**src/adc_cal_pkg.sv**
```systemverilog
// constants and types for the converter calibration and output control
package adc_cal_pkg;
    localparam int SAMPLE_W = 16;
    localparam int COEF_N = 4;
    localparam int PIPE_DEPTH = 4;
    localparam int CAL_STEP_CYCLES = 64;
    localparam logic [15:0] CODE_POS_FS = 16'h7fff;
    localparam logic [15:0] CODE_ZERO = 16'h0000;
    localparam logic [15:0] CODE_NEG_FS = 16'h8000;
    localparam logic DONE_RESET = 1'b1;
    typedef logic [SAMPLE_W-1:0] sample_t;
    typedef struct packed {
        logic valid;
        logic [SAMPLE_W-1:0] code;
    } raw_sample_t;
    typedef enum logic [2:0] {
        ST_IDLE = 3'b001,
        ST_ARMED = 3'b010,
        ST_MEASURE = 3'b100
    } cal_state_t;
endpackage : adc_cal_pkg

```
**src/adc_self_calibration_handshake.sv**
```systemverilog
// calibration handshake, coefficient store and two's complement output pipeline
`timescale 1ns/1ps
module adc_self_calibration_handshake (
    input wire logic clk,
    input wire logic rst_n,
    input wire logic ce,
    input wire logic cal_start_pulse,
    input wire adc_cal_pkg::raw_sample_t rawSample,
    input wire logic [15:0] mismatchMeas,
    output logic calDone,
    output adc_cal_pkg::sample_t sample_out_bus,
    output logic sampleValid
);
    // rawSample is the offset-binary core code; mismatchMeas the per-stage measurement

    // offset binary to two's complement: invert the msb
    function automatic adc_cal_pkg::sample_t to_twos(input logic [15:0] ob);
        to_twos = {~ob[15], ob[14:0]};
    endfunction : to_twos

    // a sample moves on only while the converter is out of calibration
    function automatic logic keep_valid(input logic v, input logic ready);
        keep_valid = v && ready;
    endfunction : keep_valid

    // end of one measurement step, read by the sequencer and the coefficient store
    function automatic logic step_last(input logic [7:0] cnt);
        step_last = (cnt == 8'(adc_cal_pkg::CAL_STEP_CYCLES - 1));
    endfunction : step_last

    // start request: retimed, then edge detected
    logic startSync;
    logic startSeen_r;
    logic startSeen_nxt;
    logic startEdge;

    // the pin has no phase relation to clk, so only the second flop is read
    sync_two_flop startSyncer (
        .clk(clk),
        .rst_n(rst_n),
        .ce(ce),
        .din(cal_start_pulse),
        .dout(startSync)
    );

    // a held pulse gives one edge, so a long pulse starts one run only
    always_comb begin
        startSeen_nxt = ce ? startSync : startSeen_r;
    end

    assign startEdge = startSync && !startSeen_r;

    always_ff @(posedge clk or negedge rst_n) begin
        if (!rst_n) begin
            startSeen_r <= 1'b0;
        end else begin
            startSeen_r <= startSeen_nxt;
        end
    end

    // calibration sequencer: one armed cycle, then COEF_N steps of CAL_STEP_CYCLES
    // ce low freezes the count, so a run stretches but never loses a step
    adc_cal_pkg::cal_state_t state_r;
    adc_cal_pkg::cal_state_t state_nxt;
    logic calDone_r;
    logic calDone_nxt;
    logic [7:0] stepCnt_r;
    logic [7:0] stepCnt_nxt;
    logic [1:0] coefIdx_r;
    logic [1:0] coefIdx_nxt;

    always_comb begin
        state_nxt = state_r;
        calDone_nxt = calDone_r;
        stepCnt_nxt = stepCnt_r;
        coefIdx_nxt = coefIdx_r;
        if (ce) begin
            case (state_r)
                adc_cal_pkg::ST_IDLE: begin
                    // a start during a run is ignored: only the idle state looks at the edge
                    if (startEdge) begin
                        state_nxt = adc_cal_pkg::ST_ARMED;
                        calDone_nxt = 1'b0;
                    end
                end
                adc_cal_pkg::ST_ARMED: begin
                    // counters cleared here so a run never inherits a stale step or index
                    stepCnt_nxt = 8'h00;
                    coefIdx_nxt = 2'h0;
                    state_nxt = adc_cal_pkg::ST_MEASURE;
                end
                adc_cal_pkg::ST_MEASURE: begin
                    // relies on a running clock for the whole run
                    if (step_last(stepCnt_r)) begin
                        stepCnt_nxt = 8'h00;
                        if (coefIdx_r == 2'(adc_cal_pkg::COEF_N - 1)) begin
                            state_nxt = adc_cal_pkg::ST_IDLE;
                            calDone_nxt = 1'b1;
                        end else begin
                            coefIdx_nxt = coefIdx_r + 2'h1;
                        end
                    end else begin
                        stepCnt_nxt = stepCnt_r + 8'h01;
                    end
                end
                default: begin
                    // an illegal code falls back to idle and reports ready
                    state_nxt = adc_cal_pkg::ST_IDLE;
                    calDone_nxt = 1'b1;
                end
            endcase
        end
    end

    always_ff @(posedge clk or negedge rst_n) begin
        if (!rst_n) begin
            state_r <= adc_cal_pkg::ST_IDLE;
            calDone_r <= adc_cal_pkg::DONE_RESET;
            stepCnt_r <= 8'h00;
            coefIdx_r <= 2'h0;
        end else begin
            state_r <= state_nxt;
            calDone_r <= calDone_nxt;
            stepCnt_r <= stepCnt_nxt;
            coefIdx_r <= coefIdx_nxt;
        end
    end

    // coefficient store: each entry written once, at the end of its own step
    // old values stay in use until the new run overwrites them entry by entry
    logic coefWrite;
    logic [15:0] coef_r [adc_cal_pkg::COEF_N];
    logic [15:0] coef_nxt [adc_cal_pkg::COEF_N];

    assign coefWrite = ce && (state_r == adc_cal_pkg::ST_MEASURE)
        && step_last(stepCnt_r);

    always_comb begin
        for (int i = 0; i < adc_cal_pkg::COEF_N; i++) begin
            coef_nxt[i] = coef_r[i];
        end
        if (coefWrite) begin
            coef_nxt[coefIdx_r] = mismatchMeas;
        end
    end

    always_ff @(posedge clk or negedge rst_n) begin
        if (!rst_n) begin
            for (int i = 0; i < adc_cal_pkg::COEF_N; i++) begin
                coef_r[i] <= 16'h0000;
            end
        end else begin
            coef_r <= coef_nxt;
        end
    end

    // three adding stages and the output register make the four-period latency;
    // coefficient 3 stays in the store, no stage applies it
    adc_cal_pkg::raw_sample_t pipe_r [adc_cal_pkg::PIPE_DEPTH-1];
    adc_cal_pkg::raw_sample_t pipe_nxt [adc_cal_pkg::PIPE_DEPTH-1];

    generate
        for (genvar k = 0; k < adc_cal_pkg::PIPE_DEPTH - 1; k++) begin : gStage
            // stage 0 reads the core, every later stage its predecessor
            adc_cal_pkg::raw_sample_t stageIn;

            if (k == 0) begin : gFirst
                assign stageIn = rawSample;
            end else begin : gNext
                assign stageIn = pipe_r[k-1];
            end

            // analog path is not sampled while calibrating; in-flight samples are dropped
            always_comb begin
                pipe_nxt[k] = pipe_r[k];
                if (ce) begin
                    pipe_nxt[k].valid = keep_valid(stageIn.valid, calDone_r);
                    pipe_nxt[k].code = 16'(stageIn.code + coef_r[k]);
                end
            end

            always_ff @(posedge clk or negedge rst_n) begin
                if (!rst_n) begin
                    pipe_r[k] <= '0;
                end else begin
                    pipe_r[k] <= pipe_nxt[k];
                end
            end
        end
    endgenerate

    // output register: the valid drops in the very cycle done goes low, so no sample
    // launched before the start edge escapes into the calibration window
    adc_cal_pkg::raw_sample_t lastStage;
    logic [15:0] outBus_r;
    logic [15:0] outBus_nxt;
    logic outValid_r;
    logic outValid_nxt;

    assign lastStage = pipe_r[adc_cal_pkg::PIPE_DEPTH-2];

    always_comb begin
        outBus_nxt = outBus_r;
        outValid_nxt = outValid_r;
        if (ce) begin
            outBus_nxt = to_twos(lastStage.code);
            outValid_nxt = keep_valid(lastStage.valid, calDone_nxt);
        end
    end

    always_ff @(posedge clk or negedge rst_n) begin
        if (!rst_n) begin
            outBus_r <= adc_cal_pkg::CODE_ZERO;
            outValid_r <= 1'b0;
        end else begin
            outBus_r <= outBus_nxt;
            outValid_r <= outValid_nxt;
        end
    end

    assign calDone = calDone_r;
    assign sample_out_bus = outBus_r;
    assign sampleValid = outValid_r;
endmodule : adc_self_calibration_handshake

```
**src/sync_two_flop.sv**
```systemverilog
// two-flop synchroniser for an asynchronous level
`timescale 1ns/1ps
module sync_two_flop (
    input wire logic clk,
    input wire logic rst_n,
    input wire logic ce,
    input wire logic din,
    output logic dout
);
    logic meta_r;
    logic meta_nxt;
    logic sync_r;
    logic sync_nxt;

    always_comb begin
        meta_nxt = ce ? din : meta_r;
        sync_nxt = ce ? meta_r : sync_r;
    end

    always_ff @(posedge clk or negedge rst_n) begin
        if (!rst_n) begin
            meta_r <= 1'b0;
            sync_r <= 1'b0;
        end else begin
            meta_r <= meta_nxt;
            sync_r <= sync_nxt;
        end
    end

    assign dout = sync_r;
endmodule : sync_two_flop

```
**config.mk**
```make
export PLATFORM = sky130hd
export DESIGN_NAME = adc_self_calibration_handshake
export DESIGN_NICKNAME = d
export VERILOG_FILES = /design/src/adc_cal_pkg.sv /design/src/adc_self_calibration_handshake.sv /design/src/sync_two_flop.sv
export SDC_FILE = /design/constraint.sdc
export NUM_CORES = 1
export LEC_CHECK = 0
export BUFFER_PORTS_ARGS = -buffer_cell sky130_fd_sc_hd__buf_2
export CORE_UTILIZATION = 65
export CTS_CLUSTER_DIAMETER = 80
export DETAILED_ROUTE_END_ITERATION = 12
export GPL_ROUTABILITY_DRIVEN = 0
export PLACE_DENSITY = 0.85
export SYNTH_ARGS = -nofsm -noshare
export SYNTH_HDL_FRONTEND = slang
export SYNTH_SLANG_ARGS = --single-unit
```
**constraint.sdc**
```tcl
create_clock -name clk -period 3.9 [get_ports clk]
set_input_delay 0.195 -clock clk [delete_from_list [all_inputs] [get_ports clk]]
set_output_delay 0.195 -clock clk [all_outputs]
set_load 0.01 [all_outputs]
```
Word-level counts from Yosys, hierarchy flattened
Cells that the tools add are included.
Storage, ports and cells
  input port bits: 37
  bits in latches: 0
  bits in registers: 149
  output and inout bits: 18
  bits in read-only memories: 0
  memory bits (writable): 0
  memories kept: 0
Cells by class
  eq/ne operators: 9
  order comparisons: 2
  mux-type cells: 17
  $mul: 0
  reductions and logical operators: 13
  div/mod/pow operators: 0
  bitwise logic cells: 2
  add/sub/neg operators: 5
  shift operators: 0
Operators by type and width (count)
  $bwmux 64: 1
  $add 16x16->16: 3
  $demux 16 s2: 1
  $mux 16: 1
  $pmux 8 s2: 1
  $mux 3: 3
  $pmux 3 s3: 1
  $add 8x1->8 const B: 1
  $eq 8x6->1 const B: 1
  $logic_and 1x1->1: 8
  $mux 8: 1
  $ne 2x2->1 const B: 4
  $reduce_and 4->1: 2
  $mux 1: 4
  $mux 2: 2
  $pmux 2 s2: 1
  $eq 3x1->1 const B: 1
  $eq 3x2->1 const B: 1
  $eq 3x3->1 const B: 1
  $ge 3x3->1 const B: 1
  $lt 3x1->1 const B: 1
  $not 2->3: 1
  $pmux 1 s3: 1
  $add 2x1->2 const B: 1
  5 further kinds: 5

Depth between registers and ports, before layout
Gate-level depths: netlist (run 1).
  word-level depth: 6
  depth in mapped cells: 8

Cells and area by module
Synthesis (run 1) repeated with hierarchy kept, for this count alone.
Second synthesis, totals
  cells, all modules: 643
  area total of the unflattened synthesis: 7409.6 sq um
Modules (own cells, without submodules)
  adc_self_calibration_handshake: cells an instance 639, instances 1, seq. area each 3280.6 sq um, area each 7337.0 sq um
  sync_two_flop: cells an instance 4, instances 1, seq. area each 50.0 sq um, area each 72.6 sq um

Worst setup path after synthesis (run 1)
OpenSTA, ideal clock, no wires.
  path type: register to register
  start point: register coef_r[37] (netlist bit)
  end point: register pipe_r (netlist bit gStage[2].stageIn[11])
  required time: 3.775 ns
  path slack: 1.661 ns
  arrival time: 2.114 ns
  library setup time: 0.125 ns
  buffers on the path: 0
  cell stages (with the launch flop): 8
  cell sequence: dfrtp_1 > ha_1 > and4_4 > a221o_1 > or4b_4 > nand2_1 > xnor2_1 > mux2_4
Between the ends
  word-level cells in the longest chain between the ends: 1
Ends and longest elaborated chain
  start, declared: RTL line adc_self_calibration_handshake.sv:132  | logic [15:0] coef_r [adc_cal_pkg::COEF_N];
  start signal, assigned: RTL line adc_self_calibration_handshake.sv:153  | coef_r <= coef_nxt;
  $add 16x16->16: RTL line adc_self_calibration_handshake.sv:178  | pipe_nxt[k].code = 16'(stageIn.code + coef_r[k]);
  end signal, assigned by index: RTL line adc_self_calibration_handshake.sv:186  | pipe_r[k] <= pipe_nxt[k];
  end, declared: RTL line adc_self_calibration_handshake.sv:159  | adc_cal_pkg::raw_sample_t pipe_r [adc_cal_pkg::PIPE_DEPTH-1];
No other way between the ends.
A chain may end at the register's enable or synchronous reset.

Worst setup path in the final report (run 1)
  start point: register coef_r[32] (netlist bit)
  end point: register pipe_r (netlist bit gStage[2].stageIn[12])
Same word-level chain as after synthesis.

==> results.toml, run 1 <==
[power]
cellPowerDensity_nw_per_um2 = 451
p_total_w = 0.00381
leakagePower_nw = 4.11
vdd_drop_max_uv = 253

[critical_path]
reg2reg_depth = 8
crit_required_ps = 4310
cp-end-kind = "flip-flop"
rr_startpoint = "coef_r[32]$_DFFE_PN0P_"
critPathBufInv = 0
worstPathMaxFanout = 3
crit_type = "flip-flop to flip-flop"
cp_slowest_cell = "fa_1"
max_stage_delay_ps = 430
crit_family = "compound AO/OA/AOI/OAI gates"
cp.arrival_ps = 2960
r2r_slack_ps = 1350
worstPathCellList = "ha_1 > fa_1 > a211oi_1 > nor2_1 > o221ai_1 > o21ai_1 > xor2_1 > mux2_2"
r2r_end = "gStage[2].stageIn[12]$_DFFE_PN0P_"
start_kind = "flip-flop"

[floorplanning]
die_y_um = 108
core_um2 = 10900
num_rows = 38
initial_utilization = 0.671
die_w_um = 108
die-area_um2 = 11700
pin_count = 55

[global_route]
track_usage = 0.307
grt_max_degree = 76
gr-total-overflow = 0
grt_first_pass_wirelength_mm = 27.4
antenna_found_initial = 0
grt_pass1_vias = 5661

[job]
cap_violations = 0

[route]
drt-total-wl_mm = 16.6
vias = 5598
routedWlPerCell_um = 18.9
via_per_inst = 6.35
drt_iter0_drc = 402
drt_first_pass_iters = 5
ant_nets = 0
drcViolationCount = 0

[clocking]
cts_buffers = 17
cts_root_buf = "clkbuf_8"
post_cts_resized = 0
clk_pin_slew_ps = 60
cts.path.max_buffers = 2
cts_tree = "yes"
clock_latency_ps = 540
cts_max_level = 4
cts_setup_buffers = 0
clock_sinks = 133

[timing]
finalCritPeriodShare = 0.653
hold_viol = 0
rsz0062_at_grt = "false"
max_clock_freq_mhz = 393
tightestPinTransition_ps = 887
slew_headroom = 0.409
setup-tns-final_ps = 0
finClkSkew_ps = 18.9
drv_slew = 0
fin_crit_ps = 2550
setup_viol = 0

[layout]
fin_util = 0.776
final_area_um2 = 8450
drive_gt1_frac = 0.242
layout_commonest_cell = "dfrtp_1"
fill_cells = 647
syn_to_final_growth_pct = 15.7
fin_nets = 818
n_antenna_cell = 0
mostFrequentLayoutCells = "131 x dfrtp_1, 81 x mux2_2, 53 x buf_2, 50 x ha_1, 40 x a21oi_1"

[placed_design]
placedInstanceArea_um2 = 7700
dp_hpwl_mm = 10.7
portBuffers = 54

[logic_synthesis]
syn_area_um2 = 7310
synth_cells = 650
post-synth-top-area-cell = "dfrtp_1"
avgSynthCellArea_um2 = 11.2
yosysTopAreaCellShare = 0.449
yosys-top-cells-area = "dfrtp_1 45%, mux2_2 12%, ha_1 8.6%"
ys_seq_area_frac = 0.456
yosysWarnings = 0
ys_types = 66
ys_ff_latch = 133
synth_nets = 740
async_flop_share = 1.00
synth_edf_count = 0
ys.flop_type = "dfrtp_1"

[worst_hold_path]
hold-path-cell-count = 3
hp-class = "input port to flip-flop"
hold_start = "rawSample[0]"
hold_path_end = "gStage[1].stageIn[0]$_DFFE_PN0P_"

[outcome]
status = "complete, no violations"
-- worst max-delay path by stage --
stage / startpoint / end / slack, ps / cells past startpoint
after floorplan: coef_r[37]$_DFFE_PN0P_ / gStage[2].stageIn[11]$_DFFE_PN0P_ / 1660 / 7
after global placement: coef_r[16]$_DFFE_PN0P_ / lastStage[12]$_DFFE_PN0P_ / 1570 / 8
after detailed placement: coef_r[16]$_DFFE_PN0P_ / lastStage[14]$_DFFE_PN0P_ / 1500 / 8
after CTS: coef_r[32]$_DFFE_PN0P_ / gStage[2].stageIn[12]$_DFFE_PN0P_ / 1430 / 8
after global routing: coef_r[32]$_DFFE_PN0P_ / gStage[2].stageIn[12]$_DFFE_PN0P_ / 1210 / 8
final: coef_r[32]$_DFFE_PN0P_ / gStage[2].stageIn[12]$_DFFE_PN0P_ / 1350 / 8
-- power breakdown --
| group | switching (W) | leakage, nW | internal [W] |
|---|---|---|---|
| sequential | 0.000133 | 1.70 | 0.00155 |
| combinational | 0.000325 | 2.14 | 0.000276 |
| clock | 0.000586 | 0.272 | 0.000940 |
-- sequential cells by signal, indices dropped and copies added, names as in the netlist, 2 cells and up --
signal          count
lastStage          17
coef_r             48
gStage.stageIn     34
coefIdx_r           2
sample_out_bus     16
stepCnt_r           8
state_r             3
-- per-stage QoR --
| stage | hold slack (ps) | setup slack (ps) | std cells |
|---|---|---|---|
| 6_report | 44.2 | 1350 | 881 |
| 2_1_floorplan | -101 | 1660 | 650 |
| 3_3_place_gp | 268 | 1570 | 830 |
| 4_1_cts | 48.9 | 1430 | 881 |
| 5_1_grt | 49.5 | 1210 | 881 |
| 3_5_place_dp | 282 | 1500 | 830 |
-- tightest hold or removal path, stage by stage --
cell and delay, ps:
buf_2 80, ha_1 130, mux2_2 140
-- synth_stat cells (all sizes together), types with 2 or more instances --
cell       n
a211o      4
a211oi     6
a21boi     2
a21o      15
a21oi     40
a221o      2
a31oi      3
and2       2
and3       3
and4       3
buf        6
clkbuf    12
dfrtp    131
dfstp      2
fa         3
ha        50
inv       19
mux2      99
nand2     37
nand2b     7
nand3     16
nand4      3
nor2      39
nor2b      2
nor3      13
nor3b      2
nor4       2
o211ai     7
o21a      10
o21ai     29
o21bai     2
o221ai     3
o22ai      3
o2bb2ai    3
o31a       2
o31ai      6
o41ai      2
or2        2
or3        4
or4        2
or4b       2
xnor2     23
xor2      15
-- layout make-up --
class | count | area, um^2 | area share
Multi-Input combinational cell | 480 | 3820 | 0.452
Sequential cell | 133 | 3330 | 0.394
Timing Repair Buffer | 77 | 493 | 0.0583
Clock buffer | 23 | 457 | 0.0540
Tap cell | 140 | 175 | 0.0207
Clock inverter | 9 | 104 | 0.0123
Inverter | 19 | 71.3 | 0.00844
-- cell families (layout without fill, tap and decap cells) --
group	count (synthesis)	count (layout)	share of synthesized area
buffers and inverters	37	128	0.0211
XOR/XNOR	38	38	0.0455
adder cells (fa/ha/maj)	53	53	0.0938
AND/OR/NAND/NOR	140	140	0.0947
AO/OA/AOI/OAI	149	149	0.135
flip-flops	133	133	0.456
multiplexers	100	100	0.154
-- routing by layer --
layer / vias up / GRT usage / part of all wire
li1: 2554 / - / -
met2: 260 / 0.514 / 0.49
met4: 0 / 0.132 / 0.025
met5: - / 0 / 0
met3: 51 / 0.0657 / 0.062
met1: 2733 / 0.385 / 0.42
-- timing repair --
item                       CTS  global route
hold endpoints to repair   102             0
setup endpoints to repair    0             0
hold buffers                19             0
Note: power is estimated with default switching activity, not from simulation.
==> run 2, diff against run 1 <==
ABC_AREA = 1   (was not set)
CORE_UTILIZATION = 61   (was 65)
PLACE_DENSITY = 0.8   (was 0.85)
clock period = 2.7 ns   (was 3.9 ns; I/O delays follow)
==> run 2 against run 1 <==
  * Final area increased by 7.7%
  * Register-to-register slack got worse by 520 ps
  * Non-clock buffer count decreased by 14
  * Maximum frequency rose by 36%
  * Clock power grew 42%
  * Core utilization decreased by 6.7 points
  * Count of clock-buffer cells in the layout increased by 3
  * Sequential cell count did not move
  * Sequential share of layout area decreased by 2.8 points
  * Critical endpoint is now lastStage[8]$_DFFE_PN0P_
  * Synthesized cell count up 67%
  * Global-route usage down 3.7 points
  * Wire length rose by 1.9%
  * Critical path type unchanged
==> results.toml, run 2 <==
[layout]
layout_commonest_cell = "nand2_1"
syn_to_final_growth_pct = 11.8
fin_cells = 1328
top_register = "coef_r"
fill_cells = 1063
n_antenna_cell = 0
fin_nets = 1235
drive_gt1_frac = 0.131
largest_reg_flops = 48
mostFrequentLayoutCells = "454 x nand2_1, 142 x inv_1, 131 x dfrtp_1, 70 x nand3_1, 53 x buf_2"

[timing]
worst_hold_slack_ps = 33.4
fin_crit_ps = 1870
rsz0062_at_grt = "false"
drv_slew = 0
finClkSkew_ps = 5.08
setup_viol = 0
slew_headroom = 0.698
finalCritPeriodShare = 0.693
setup-tns-final_ps = 0
tightestPinTransition_ps = 452
hold_viol = 0
max_clock_freq_mhz = 535

[critical_path]
cp-end-kind = "flip-flop"
cp_slowest_cell = "fa_1"
worstPathCellList = "ha_1 > fa_1 > nand3_1 > nand3_1 > a21oi_1 > xnor2_1 > nand2_1 > nand2_1"
crit_type = "flip-flop to flip-flop"
cp.arrival_ps = 2220
max_stage_delay_ps = 440
start_kind = "flip-flop"
worstPathMaxFanout = 4
crit_required_ps = 3050

[floorplanning]
pin_count = 55
core_um2 = 12800
die_y_um = 118
num_rows = 41
die-area_um2 = 13800
die_w_um = 118
initial_utilization = 0.635

[global_route]
grt_max_degree = 61
antenna_found_initial = 0
gr-total-overflow = 0
grt_first_pass_wirelength_mm = 30.1
grt_pass1_vias = 6664
track_usage = 0.270

[clocking]
post_cts_resized = 0
clk_pin_slew_ps = 50
clock_sinks = 133
cts.path.max_buffers = 2
cts_max_level = 4
cts_buffers = 17
clock_latency_ps = 420
cts_tree = "yes"
cts_root_buf = "clkbuf_16"

[route]
routedWlPerCell_um = 12.8
drcViolationCount = 0
via_per_inst = 5.12
drt-total-wl_mm = 16.9
drt_iter0_drc = 358
drt_first_pass_iters = 5
ant_nets = 0
vias = 6803

[logic_synthesis]
synth.most_common_cell = "nand2_1"
post-synth-top-area-cell = "dfrtp_1"
async_flop_share = 1.00
yosysWarnings = 0
avgSynthCellArea_um2 = 7.48
ys_seq_area_frac = 0.409
ys_types = 39
synth_common_cells = "454 x nand2_1, 142 x inv_1, 131 x dfrtp_1"
ys_ff_latch = 133
synth_cells = 1088
synth_edf_count = 0
ys.flop_type = "dfrtp_1"
synth_nets = 1178
syn_area_um2 = 8140
yosysTopAreaCellShare = 0.403
yosys-top-cells-area = "dfrtp_1 40%, nand2_1 21%, ha_1 7.7%"

[outcome]
status = "complete, no violations"

[job]
cap_violations = 0

[worst_hold_path]
hp-class = "input port to flip-flop"

[placed_design]
dp_hpwl_mm = 12.4
portBuffers = 54
dp_cells = 1295

[power]
cellPowerDensity_nw_per_um2 = 587
vdd_drop_max_uv = 382
leakagePower_nw = 5.18
run 2: cell types whose count changed after synthesis, sizes merged, moves of 8 or more:
cell and delta:
a21o -15, inv +128, a21oi -12, mux2 -98, o21a -10, nand2 +421, xnor2 -9, clkbuf -8
xor2 -14, nand3 +60, o21ai +46, buf +15
run 2: critical path: cells and delay by family, from the launching register on:
| kind | cells | cell delay [ps] |
|---|---|---|
| AND/OR/NAND/NOR | 4 | 410 |
| adder cells (fa/ha/maj) | 2 | 680 |
| flip-flops | 1 | 380 |
| XOR/XNOR | 1 | 140 |
| AO/OA/AOI/OAI | 1 | 200 |
run 2: final cells by class:
| class | instances | area, um^2 | area share |
|---|---|---|---|
| tap | 172 | 215 | 0.0236 |
| clock inverter | 4 | 45.0 | 0.00495 |
| clock buffer | 26 | 509 | 0.0560 |
| inverter | 147 | 554 | 0.0609 |
| timing repair buffer | 63 | 364 | 0.0400 |
| multi-input combinational | 783 | 4080 | 0.449 |
| sequential | 133 | 3330 | 0.366 |
run 2: cells by family after synthesis:
| family | Yosys count | synth area share |
|---|---|---|
| AOI/OAI and AO/OA | 107 | 0.0854 |
| adders and majority gates | 53 | 0.0842 |
| muxes | 1 | 0.00138 |
| DFF | 133 | 0.409 |
| buffers and inverters | 172 | 0.0896 |
| and+or+nand+nor | 607 | 0.314 |
| xor gates and xnor gates | 15 | 0.0161 |
run 2: repair_timing:
item,in CTS,in global routing
setup buffers,0,0
hold endpoints to repair,49,0
hold buffers,3,0
run 2: worst paths after layout:
check / depth (start not counted) / start / slack (ps) / end
setup / recovery: 8 / coef_r[16]$_DFFE_PN0P_ / 830 / lastStage[8]$_DFFE_PN0P_
hold / removal: 3 / mismatchMeas[14] / 30 / coef_r[62]$_DFFE_PN0P_
setup reg to reg: 8 / coef_r[16]$_DFFE_PN0P_ / 830 / lastStage[8]$_DFFE_PN0P_
hold reg to reg: 2 / sample_out_bus[9]$_DFFE_PN0P_ / 460 / sample_out_bus[9]$_DFFE_PN0P_
max in group asynchronous: 3 / rst_n / 1770 / calDone$_DFF_PN1_
min in group asynchronous: 2 / rst_n / 220 / sample_out_bus[0]$_DFFE_PN0P_
run 2: metal layers:
| metal | GRT usage | vias up | wire (um) |
|---|---|---|---|
| met4 | 0.112 | 0 | 503 |
| met2 | 0.441 | 155 | 7630 |
| met5 | 0 | - | 0 |
| li1 | - | 3532 | - |
| met1 | 0.358 | 3076 | 8130 |
| met3 | 0.0446 | 40 | 674 |
run 2: power by group:
group          internal [W]  switching, W
combinational      0.000306      0.000549
sequential          0.00219      0.000129
clock               0.00137      0.000796
total               0.00387       0.00147
run 2: stage by stage:
step                      total power, W  utilization  cell area, um^2  setup WS, ps
after floorplan                  0.00293            -             8140          1030
after global placement           0.00317        0.664             8520           937
after detailed placement         0.00320        0.664             8520           865
after CTS                        0.00538        0.710             9100           841
after global routing             0.00561        0.710             9100           631
final                            0.00534        0.710             9100           830
==> run 3, diff against run 2 <==
clock period = 1.8 ns   (was 2.7 ns; I/O delays follow)
==> run 3 against run 2 <==
  * Maximum frequency increased by 9.3%
  * Core utilization is 3.2 points higher
  * Hold slack got worse by 15 ps
  * Combinational power grew 58%
  * Clock power up 77%
  * Setup slack worse by 740 ps
  * Total power increased by 62%
  * Sequential share of layout area down 1.6 points
==> results.toml, run 3 (same netlist as run 2, synthesis figures left out) <==
[critical_path]
cp.arrival_ps = 2070
worstPathCellList = "ha_2 > fa_2 > nand3_1 > nand3_2 > a21oi_2 > xnor2_1 > nand2_1 > nand2_1"
reg2reg_depth = 8
critPathBufInv = 0
crit_type = "flip-flop to flip-flop"
crit_top_cell = "nand2_1"
crit_cells = 8
start_kind = "flip-flop"
cp_slowest_cell = "fa_2"
cp-end-kind = "flip-flop"
max_stage_delay_ps = 400
worstPathMaxFanout = 4
crit_family = "adder cells"
crit_required_ps = 2160

[global_route]
track_usage = 0.267
grt_max_degree = 60
grt_first_pass_wirelength_mm = 29.8
grt_pass1_vias = 6692
gr-total-overflow = 0
antenna_found_initial = 0

[timing]
finClkSkew_ps = 12.1
tightestPinTransition_ps = 542
drv_slew = 0
finalCritPeriodShare = 0.951
hold_viol = 0
setup-tns-final_ps = 0
max_clock_freq_mhz = 584
worst_hold_slack_ps = 18.0
setup_viol = 0
fin_crit_ps = 1710
slew_headroom = 0.639

[layout]
n_antenna_cell = 0
seqCellArea_um2 = 3330
layout_commonest_cell = "nand2_1"
multi_input_area_um2 = 4270
fin_util = 0.741
fin_nets = 1247
largest_reg_flops = 48
syn_to_final_growth_pct = 16.8
mostFrequentLayoutCells = "451 x nand2_1, 142 x inv_1, 131 x dfrtp_1, 64 x nand3_1, 53 x buf_2"
top_register = "coef_r"
fill_cells = 1007
fin_cells = 1342
drive_gt1_frac = 0.164

[route]
drt_first_pass_iters = 5
via_per_inst = 5.18
vias = 6951
ant_nets = 0
drt-total-wl_mm = 17.1
drt_iter0_drc = 326
routedWlPerCell_um = 12.8
drcViolationCount = 0

[power]
vdd_drop_max_uv = 514
cellPowerDensity_nw_per_um2 = 913
p_total_w = 0.00868
leakagePower_nw = 5.29

[floorplanning]
die_w_um = 118
die_y_um = 118
core_um2 = 12800
initial_utilization = 0.635
die-area_um2 = 13800
num_rows = 41
pin_count = 55

[job]
cap_violations = 0

[placed_design]
portBuffers = 54
dp_cells = 1300
dp_hpwl_mm = 12.2

[worst_hold_path]
hp-class = "input port to flip-flop"
hold-path-cell-count = 3

[outcome]
status = "complete, no violations"

[clocking]
cts_max_level = 4
clock_latency_ps = 430
cts_root_buf = "clkbuf_16"
clk_pin_slew_ps = 60
cts_buffers = 17
cts_tree = "yes"
cts.path.max_buffers = 2
clock_sinks = 133
[run 3: worst paths after layout]
path	start	to	slack [ps]
min in group asynchronous	rst_n	coef_r[16]$_DFFE_PN0P_	200
hold / removal	mismatchMeas[1]	coef_r[33]$_DFFE_PN0P_	20
max in group asynchronous	rst_n	coef_r[57]$_DFFE_PN0P_	1020
setup / recovery	coef_r[16]$_DFFE_PN0P_	lastStage[8]$_DFFE_PN0P_	90
setup reg to reg	coef_r[16]$_DFFE_PN0P_	lastStage[8]$_DFFE_PN0P_	90
hold reg to reg	sample_out_bus[10]$_DFFE_PN0P_	sample_out_bus[10]$_DFFE_PN0P_	460
[run 3: report_power, final]
| group | internal [W] | total [W] | switching [W] |
|---|---|---|---|
| logic | 0.000494 | 0.00135 | 0.000857 |
| clock network | 0.00260 | 0.00385 | 0.00125 |
| registers | 0.00328 | 0.00348 | 0.000194 |
[run 3: worst reg2reg max path, cell delays in order (launching register included)]
cell,delay [ps]
dfrtp_1,390
ha_2,210
fa_2,400
nand3_1,110
nand3_2,110
a21oi_2,170
xnor2_1,130
nand2_1,70
nand2_1,70
[run 3: layer usage]
metal  GRT usage  routed length, um
met1       0.347               7980
met2       0.438               8040
met3      0.0475                691
met4       0.114                414
met5           0                  0
[run 3: repair_timing]
item                                    in CTS  in global routing
endpoints found under the setup margin       6                 37
buffers inserted                             0                  1
cloned                                       0                  1
resized for setup                            4                 29
hold endpoints to repair                    66                  0
hold buffers                                 8                  0
pin swaps                                    0                  3
[run 3: area by class of cell]
type	count	share of cell area
Sequential cell	133	0.350
Tap cell	172	0.0226
Multi-Input combinational cell	784	0.449
Inverter	147	0.0583
Timing Repair Buffer	74	0.0500
Clock inverter	8	0.0178
Clock buffer	24	0.0517
[run 3: stage by stage]
stage                     cell area [um^2]  setup slack [ps]
after floorplan                       8140               133
after global placement                8570              41.3
after detailed placement              8570             -13.6
after CTS                             9320              9.12
after global routing                  9510             -3.78
final                                 9510              88.4
